**config.mk**
```make
export PLATFORM = sky130hd
export DESIGN_NAME = ind_monitor
export DESIGN_NICKNAME = d
export VERILOG_FILES = /design/src/ind_monitor.v
export VERILOG_INCLUDE_DIRS = /design/src /design/src/src
export SDC_FILE = /design/constraint.sdc
export NUM_CORES = 2
export LEC_CHECK = 0
export BUFFER_PORTS_ARGS = -buffer_cell sky130_fd_sc_hd__buf_2
export CORE_ASPECT_RATIO = 0.75
export CORE_MARGIN = 2
export CORE_UTILIZATION = 43
export CTS_BUF_LIST = sky130_fd_sc_hd__clkbuf_16
export CTS_CLUSTER_DIAMETER = 60
export DETAILED_ROUTE_END_ITERATION = 16
export SETUP_SLACK_MARGIN = 0.4
export SLEW_MARGIN = 20
export SYNTH_ARGS = -nofsm -noshare
export SYNTH_HDL_FRONTEND = slang
export SYNTH_SLANG_ARGS = --single-unit
```
**constraint.sdc**
```tcl
create_clock -name clk_sys -period 6.71 [get_ports clk_sys]
set_input_delay 1.0065 -clock clk_sys [delete_from_list [all_inputs] [get_ports clk_sys]]
set_output_delay 1.0065 -clock clk_sys [all_outputs]
set_load 0.03 [all_outputs]
```
**src/ind_monitor_defs.vh**
```
// constants for the indicator position monitor
`ifndef IND_MONITOR_DEFS_VH
`define IND_MONITOR_DEFS_VH

// ----------------------------------------
// instances and states
// ----------------------------------------
`define N_INST 10
`define ST_INTER 2'h0
`define ST_OPEN 2'h1
`define ST_CLOSE 2'h2
`define ST_BAD 2'h3

// ----------------------------------------
// register offsets
// ----------------------------------------
`define ADDR_CTRL 8'h00
`define ADDR_STATE 8'h04
`define ADDR_IRQ_STAT 8'h08
`define ADDR_IRQ_MASK 8'h0C
`define ADDR_TIME 8'h10
`define ADDR_CFG_BASE 8'h20
`define ADDR_CFG_LAST 8'h44

// ----------------------------------------
// field positions and reset values
// ----------------------------------------
`define CTRL_RUN 0
`define CFG_OPEN_SRC 0
`define CFG_CLOSE_SRC 1
`define CFG_SINGLE 2
`define CFG_FILT_LSB 4
`define CFG_RESET 12'hFF0
`define IRQ_EVENT 0
`define IRQ_BAD 1
`define IRQ_OVERRUN 2
`define IRQ_MASK_RESET 3'h0

// ----------------------------------------
// timing
// ----------------------------------------
`define CLK_PERIOD_NS 25
`define STAMP_RES_NS 1000000
`define MS_CYCLES (`STAMP_RES_NS / `CLK_PERIOD_NS)

`endif

```
**src/ind_monitor.v**
```verilog
// indicator position monitor, ten instances, event emitter and register port
//
// Strobed register access and the address map were decided locally.
`timescale 1ns/1ps
`default_nettype none
`include "ind_monitor_defs.vh"

module ind_monitor #(
  parameter MS_CYCLES = `MS_CYCLES
) (
  // clock, reset, enable
  input wire clk_sys,
  input wire rst_b,
  input wire ce,
  // digital input pins, asynchronous
  input wire [9:0] open_pin,
  input wire [9:0] close_pin,
  // internal logic signals, same clock
  input wire [9:0] open_user_selected_signal,
  input wire [9:0] close_user_selected_signal,
  // register port
  input wire [7:0] addr,
  input wire [31:0] wdata,
  input wire wr,
  input wire rd,
  output reg [31:0] rdata,
  // decoded state, two bits per instance
  output reg [19:0] state_ff,
  // event stream towards the common event buffer
  output reg ev_valid_ff,
  output reg [3:0] ev_inst_ff,
  output reg [1:0] ev_code_ff,
  output reg ev_on_ff,
  output reg [31:0] ev_stamp_ff,
  // interrupt
  output reg irq_ff
);

  // ----------------------------------------
  // storage
  // ----------------------------------------
  reg [9:0] open_s1_ff;
  reg [9:0] open_s2_ff;
  reg [9:0] close_s1_ff;
  reg [9:0] close_s2_ff;
  reg run_ff;
  reg [11:0] cfg_ff [0:9];
  reg [39:0] prev_ff;
  reg [39:0] pend_ff;
  reg [39:0] lvl_ff;
  reg [31:0] stamp_ff [0:9];
  reg [31:0] ms_cnt_ff;
  reg [31:0] tick_cnt_ff;
  reg [2:0] irq_stat_ff;
  reg [2:0] irq_mask_ff;

  // ----------------------------------------
  // combinational values
  // ----------------------------------------
  reg [31:0] nxt_rdata;
  reg [39:0] nxt_pend;
  reg [39:0] clr;
  reg [5:0] win;
  reg found;
  reg [2:0] irq_set;
  reg rd_irq;
  integer k;

  // ----------------------------------------
  // nets
  // ----------------------------------------
  wire [39:0] st;
  wire [39:0] keep;
  wire [19:0] nxt_state;
  wire [39:0] chg;
  wire [39:0] set;
  wire [9:0] inst_hit;
  wire cfg_wr;
  wire cfg_hit;
  wire [7:0] cfg_off;
  wire [3:0] cfg_idx;

  // ----------------------------------------
  // pin synchronisers
  // ----------------------------------------
  always @(posedge clk_sys) begin
    if (!rst_b) begin
      open_s1_ff <= 10'h000;
      open_s2_ff <= 10'h000;
      close_s1_ff <= 10'h000;
      close_s2_ff <= 10'h000;
    end else if (ce) begin
      // first flop feeds only the second
      open_s1_ff <= open_pin;
      open_s2_ff <= open_s1_ff;
      close_s1_ff <= close_pin;
      close_s2_ff <= close_s1_ff;
    end
  end

  // ----------------------------------------
  // per instance source select and decode
  // ----------------------------------------
  genvar i;
  generate
    for (i = 0; i < `N_INST; i = i + 1) begin : g_inst
      wire so;
      wire sc_raw;
      wire sc;
      wire [11:0] c;
      assign c = cfg_ff[i];
      // open level, 1 means open
      assign so = c[`CFG_OPEN_SRC] ? open_user_selected_signal[i] : open_s2_ff[i];
      // close level, 1 means closed
      assign sc_raw = c[`CFG_CLOSE_SRC] ? close_user_selected_signal[i] : close_s2_ff[i];
      // single input feeds close through an inverter
      assign sc = c[`CFG_SINGLE] ? ~so : sc_raw;
      // one-hot: intermediate, open, close, bad
      assign st[i*4+0] = ~so & ~sc;
      assign st[i*4+1] = so & ~sc;
      assign st[i*4+2] = ~so & sc;
      assign st[i*4+3] = so & sc;
      // state code: bit 0 open level, bit 1 close level
      assign nxt_state[i*2] = so;
      assign nxt_state[i*2+1] = sc;
      // filter: on bit, then off bit per event
      assign keep[i*4+0] = st[i*4+0] ? c[`CFG_FILT_LSB+0] : c[`CFG_FILT_LSB+1];
      assign keep[i*4+1] = st[i*4+1] ? c[`CFG_FILT_LSB+2] : c[`CFG_FILT_LSB+3];
      assign keep[i*4+2] = st[i*4+2] ? c[`CFG_FILT_LSB+4] : c[`CFG_FILT_LSB+5];
      assign keep[i*4+3] = st[i*4+3] ? c[`CFG_FILT_LSB+6] : c[`CFG_FILT_LSB+7];
      assign inst_hit[i] = |set[i*4+3:i*4];
    end
  endgenerate

  // ----------------------------------------
  // change detection
  // ----------------------------------------
  // each of the four signals changes on its own
  assign chg = st ^ prev_ff;
  // unselected edges are dropped here
  assign set = run_ff ? (chg & keep) : 40'h0000000000;

  // ----------------------------------------
  // millisecond time base
  // ----------------------------------------
  always @(posedge clk_sys) begin
    if (!rst_b) begin
      tick_cnt_ff <= 32'h00000000;
      ms_cnt_ff <= 32'h00000000;
    end else if (ce) begin
      // one tick per millisecond
      // count wraps silently at the top
      if (tick_cnt_ff == MS_CYCLES - 1) begin
        tick_cnt_ff <= 32'h00000000;
        ms_cnt_ff <= ms_cnt_ff + 32'h00000001;
      end else begin
        tick_cnt_ff <= tick_cnt_ff + 32'h00000001;
      end
    end
  end

  // ----------------------------------------
  // pending events and arbitration
  // ----------------------------------------
  always @* begin
    win = 6'h00;
    found = 1'b0;
    clr = 40'h0000000000;
    // scan downwards so the lowest slot wins
    for (k = 39; k >= 0; k = k - 1) begin
      if (pend_ff[k]) begin
        win = k[5:0];
        found = 1'b1;
      end
    end
    if (found) begin
      clr[win] = 1'b1;
    end
    if (run_ff) begin
      // a new edge wins over the clear of the same slot
      nxt_pend = (pend_ff & ~clr) | set;
    end else begin
      // stopped: the lowest pending slot still goes out on this edge, the rest is dropped
      nxt_pend = 40'h0000000000;
    end
  end

  // ----------------------------------------
  // edge, level and state registers
  // ----------------------------------------
  always @(posedge clk_sys) begin
    if (!rst_b) begin
      prev_ff <= 40'h0000000000;
      pend_ff <= 40'h0000000000;
      lvl_ff <= 40'h0000000000;
      state_ff <= 20'h00000;
    end else if (ce) begin
      prev_ff <= st;
      pend_ff <= nxt_pend;
      lvl_ff <= (lvl_ff & ~set) | (st & set);
      state_ff <= nxt_state;
    end
  end

  // ----------------------------------------
  // time stamp capture
  // ----------------------------------------
  generate
    for (i = 0; i < `N_INST; i = i + 1) begin : g_stamp
      always @(posedge clk_sys) begin
        if (!rst_b) begin
          stamp_ff[i] <= 32'h00000000;
        end else if (ce && inst_hit[i]) begin
          // stamp of the latest kept edge of the instance
          stamp_ff[i] <= ms_cnt_ff;
        end
      end
    end
  endgenerate

  // ----------------------------------------
  // event output
  // ----------------------------------------
  always @(posedge clk_sys) begin
    if (!rst_b) begin
      ev_valid_ff <= 1'b0;
      ev_inst_ff <= 4'h0;
      ev_code_ff <= 2'h0;
      ev_on_ff <= 1'b0;
      ev_stamp_ff <= 32'h00000000;
    end else if (ce) begin
      // lowest pending slot goes out first
      ev_valid_ff <= found;
      if (found) begin
        ev_inst_ff <= win[5:2] + 4'h1;
        ev_code_ff <= win[1:0];
        // level at the latest kept edge
        ev_on_ff <= lvl_ff[win];
        ev_stamp_ff <= stamp_ff[win[5:2]];
      end
    end
  end

  // ----------------------------------------
  // register writes
  // ----------------------------------------
  assign cfg_off = addr - `ADDR_CFG_BASE;
  assign cfg_idx = cfg_off[5:2];
  assign cfg_hit = addr >= `ADDR_CFG_BASE && addr <= `ADDR_CFG_LAST && addr[1:0] == 2'h0;
  // settings frozen while monitoring runs
  assign cfg_wr = wr && !run_ff && cfg_hit;

  // ----------------------------------------
  // settings per instance
  // ----------------------------------------
  generate
    for (i = 0; i < `N_INST; i = i + 1) begin : g_cfg
      always @(posedge clk_sys) begin
        if (!rst_b) begin
          cfg_ff[i] <= `CFG_RESET;
        end else if (ce && cfg_wr && cfg_idx == i) begin
          cfg_ff[i] <= wdata[11:0];
        end
      end
    end
  endgenerate

  // ----------------------------------------
  // run and mask
  // ----------------------------------------
  always @(posedge clk_sys) begin
    if (!rst_b) begin
      run_ff <= 1'b0;
      irq_mask_ff <= `IRQ_MASK_RESET;
    end else if (ce && wr) begin
      if (addr == `ADDR_CTRL) begin
        run_ff <= wdata[`CTRL_RUN];
      end
      if (addr == `ADDR_IRQ_MASK) begin
        irq_mask_ff <= wdata[2:0];
      end
    end
  end

  // ----------------------------------------
  // interrupt status
  // ----------------------------------------
  always @* begin
    irq_set = 3'h0;
    // an event leaves the block
    irq_set[`IRQ_EVENT] = found;
    // a kept on edge of the bad state
    irq_set[`IRQ_BAD] = |(set & {10{4'h8}} & st);
    // slot hit again while still pending
    irq_set[`IRQ_OVERRUN] = |(set & pend_ff & ~clr);
    rd_irq = rd && addr == `ADDR_IRQ_STAT;
  end

  // ----------------------------------------
  // interrupt line
  // ----------------------------------------
  always @(posedge clk_sys) begin
    if (!rst_b) begin
      irq_stat_ff <= 3'h0;
      irq_ff <= 1'b0;
    end else if (ce) begin
      // set wins over read clear
      irq_stat_ff <= (rd_irq ? 3'h0 : irq_stat_ff) | irq_set;
      irq_ff <= |(((rd_irq ? 3'h0 : irq_stat_ff) | irq_set) & irq_mask_ff);
    end
  end

  // ----------------------------------------
  // register reads
  // ----------------------------------------
  always @* begin
    // unmapped addresses read zero
    nxt_rdata = 32'h00000000;
    if (addr == `ADDR_CTRL) begin
      nxt_rdata[`CTRL_RUN] = run_ff;
    end else if (addr == `ADDR_STATE) begin
      nxt_rdata[19:0] = state_ff;
    end else if (addr == `ADDR_IRQ_STAT) begin
      nxt_rdata[2:0] = irq_stat_ff;
    end else if (addr == `ADDR_IRQ_MASK) begin
      nxt_rdata[2:0] = irq_mask_ff;
    end else if (addr == `ADDR_TIME) begin
      nxt_rdata = ms_cnt_ff;
    end else if (cfg_hit) begin
      nxt_rdata[11:0] = cfg_ff[cfg_idx];
    end
  end

  // ----------------------------------------
  // read data register
  // ----------------------------------------
  always @(posedge clk_sys) begin
    if (!rst_b) begin
      rdata <= 32'h00000000;
    end else if (ce) begin
      // data stand for one cycle only
      rdata <= rd ? nxt_rdata : 32'h00000000;
    end
  end

endmodule
`default_nettype wire

```
==> results.md <==
* Run status: complete, no violations
* Crit path top cell by count: sky130_fd_sc_hd__o21ai_0
* Number of nets in the layout at between 3000 and 4000
* Clock slew at the register clock pins of the worst setup and hold paths at approximately 0.06 ns
* Number of distinct library cells after synthesis at 71
* Lkg Pwr at between 10 and 15 nW
* Met3 Wirelength at about 12000 um
* Average wire length per cell after detail routing at 25.4 um
* DRC viols at 0
* Leading post-synthesis cells by instance count: sky130_fd_sc_hd__edfxtp_1, sky130_fd_sc_hd__and2_1, sky130_fd_sc_hd__nor2_1
* Antenna violations before repair at 4
* Final Routed Wirelength at roughly 120000 um
* Number of placement rows at 90
* Maximum capacitance violations at 0
* Sequential area share after synthesis at between 50 and 60%
* Synthesized area per cell at between 10 and 15 um2
* Max-slew violation total from the final report at 0
* IO buf count at 157
* Series of cell instances along the critical path: or4_1 > o21ai_0 > o21ai_0 > nand2_4 > inv_2 > buf_4 > or2_2 > o311ai_0 > nand2_1 > a2111oi_2 > a21oi_1
* Pre-antenna DRT Iters at 8
* Die Y-Extent at ~250 um
* Vias per cell at around 5.9
* Pin count of the biggest net entering global routing at between 100 and 150
* CTS tree: done
* Worst Setup Path Type: register to register
* Hold-fix buffers at CTS at 0
* Maximum buffer depth of the clock tree at 3
* Top FF cell, synth: sky130_fd_sc_hd__edfxtp_1
* Area of the multi-input gates at approximately 15000 um2
* Maximum vdd ir drop at ~0.2 mV
* Final critical-path share of the clock period at between 70% and 80%
* ANT nets after route at 0
* Post-CTS setup buffers at 0
* Top-Level Pins at 178
* Library cell contributing the largest single delay on the critical path: sky130_fd_sc_hd__o311ai_0
* Later-pin clock latency in the skew report at about 0.66 ns
* Unrepaired setup endpoints after global routing: false
* Worst hold margin at 0.449 ns
* Finished Layout Cells at between 4000 and 5000
* Source of the worst hold timing path: ev_stamp_ff[4]$_SDFFE_PN0P_
* DRT iter0 DRCs at ~3200
* Crit path required time at 7.22 ns
* Via count of the routed design at between 20000 and 30000
* Sum of overflow across all layers after global routing at 0
* Global-route wire length before repair at around 170000 um
* Share of synthesized registers carrying an async set or reset at 0%
* Cell with the most instances after synthesis: sky130_fd_sc_hd__edfxtp_1
* Final weighted congestion in routability-driven placement at between 1 and 1.5
* Worst path depth at 11
* Num CTS Buffers at 79
* Normalized max-slew margin at 20.9%
* Type of origin of the critical path: register
* Number of clock sinks seen by CTS at ~760
* Setup-failing EPs final at 0
* CP max FO at 45
* TNS Setup at 0 ns
* Logic depth of the worst register-to-register path at 11
* Cell types with the largest area share after synthesis: sky130_fd_sc_hd__edfxtp_1, sky130_fd_sc_hd__dfxtp_1, sky130_fd_sc_hd__and2_1
* Launching element of the worst setup path: pend_ff[21]$_SDFFE_PN0P_
* Core region area at between 80000 and 90000 um2
* Post-Syn Instances at approximately 3400
* P&R area growth vs syn at 12.6%
* Full die area at approximately 84000 um2
* Deepest level of the CTS H-tree at 3
* Sequential cell area at approximately 20000 um2
* Met2 wire len at between 40000 and 50000 um
* Setup skew after layout at a little under 0.04 ns
* Placed Cells at 4450
* Crit path DAT at approximately 5.5 ns
* Total of fill cells in the finished design at roughly 7400
* Endpoint type of the worst setup path: register
* Number of global-route vias before repair at about 25000
* Count of buffering cells on the critical path with inverters included at 2
* Buffer cell driving the clock tree root: sky130_fd_sc_hd__clkbuf_16
* Synth Register Bits at about 760
* Total routed wire length on the met1 layer at roughly 54000 um
* Top Metal Used: met4
* EDFF count, synth at between 400 and 500
* HPWL reported at the end of detailed placement at between 70000 and 80000 um
* Horiz. Die Dim at between 300 and 400 um
* Area of the mapped netlist at 35300 um2
* Hold path cells at 2
* Min Clock Period, post-route at between 5 and 6 ns
* Total power per unit cell area at approximately 250 nW/um2
* Layout cell share with drive strength beyond 1 at between 10% and 20%
* Overall power after layout at a little over 0.01 W
* Post-synth top area share at a little under two fifths
* Post-Syn Nets at between 3000 and 4000
* Starting density of the core at between 40% and 50%
* Fmax at around 200 MHz
* Count of final hold-check violations at 0
* Worst flop-to-flop path startpoint: pend_ff[21]$_SDFFE_PN0P_
* Largest delay share family, worst path: compound AO/OA/AOI/OAI gates
* Warnings from Yosys at 0
* Top cell type by total area after synthesis: sky130_fd_sc_hd__edfxtp_1
* Combined global-route utilization of all metal layers at a little over a quarter
* Worst hold path class: register to register
* Largest stage delay, worst path at 0.71 ns
* CTS-repair resized insts at 0
* Worst-margin pin slew at 1.17 ns
per-layer routing:
metal  track usage [%]  up-vias
li1                  -    12415
met5                 0        -
met1              41.7    13209
met4              7.11        0
met3              6.73      169
met2              38.2     1229
state kept, by name (all words and copies together), names as in the netlist, 20 cells and up, named ones only:
signal       count
stamp_ff       320
ev_stamp_ff     32
pend_ff         40
cfg_ff         120
ms_cnt_ff       32
rdata           32
tick_cnt_ff     32
state_ff        20
prev_ff         40
worst min-delay path, stage by stage (launching register included):
cell and delay (ns):
sky130_fd_sc_hd__dfxtp_1 0.30, sky130_fd_sc_hd__nand2_1 0.05, sky130_fd_sc_hd__a21oi_1 0.05
cells in the final DEF, fill, tap and decap left out, types with 71 or more instances in the layout:
cell                        count
sky130_fd_sc_hd__a211oi_1      71
sky130_fd_sc_hd__a21oi_1      189
sky130_fd_sc_hd__and2_1       373
sky130_fd_sc_hd__buf_2        156
sky130_fd_sc_hd__buf_4         77
sky130_fd_sc_hd__clkbuf_16     81
sky130_fd_sc_hd__dfxtp_1      323
sky130_fd_sc_hd__edfxtp_1     440
sky130_fd_sc_hd__mux2i_1      208
sky130_fd_sc_hd__nand2_1      351
sky130_fd_sc_hd__nand3_1       75
sky130_fd_sc_hd__nor2_1       351
sky130_fd_sc_hd__o21ai_0       77
sky130_fd_sc_hd__or3_1         87
cell type report:
type	count	share of cell area, %
clock inverters	65	1.37
diodes	2	0.0126
multi-input cells	2372	36.9
inverters	22	0.227
flip-flops and latches	764	49.6
clock buffers	81	5.10
repair buffers	234	3.45
well taps	1058	3.33
worst paths after layout:
check / slack [ns] / endpoint
min: 0.45 / ev_stamp_ff[4]$_SDFFE_PN0P_
min reg2reg: 0.45 / ev_stamp_ff[4]$_SDFFE_PN0P_
max reg2reg: 1.71 / irq_ff$_SDFFE_PN0P_
max: 1.71 / irq_ff$_SDFFE_PN0P_
power breakdown:
group	leakage [nW]	internal, W	switching, W	total [W]
sequential	7.03	0.00509	0.0000877	0.00518
combinational	6.60	0.000159	0.000396	0.000555
clock	1.34	0.00242	0.00198	0.00439
total	15.0	0.00767	0.00246	0.0101
per-stage QoR:
step                cell area (um2)  util [%]  setup slack, ns
floorplan                     35300         -             2.68
global placement              37200      45.9             1.85
detailed placement            37200      45.9             1.82
CTS                           39700      49.1             2.00
global route                  39700      49.2             1.74
finish                        39700      49.2             1.71
kinds of logic after synthesis:
family	count (synthesis)	share of synthesized area (%)
and+or+nand+nor	1478	20.9
DFF	764	55.8
AOI/OAI and AO/OA	585	10.7
buffers and inverters	281	3.03
muxes	245	7.88
xor gates and xnor gates	61	1.51
adders and majority gates	3	0.106
No activity file was read; power rests on OpenSTA's default activity.
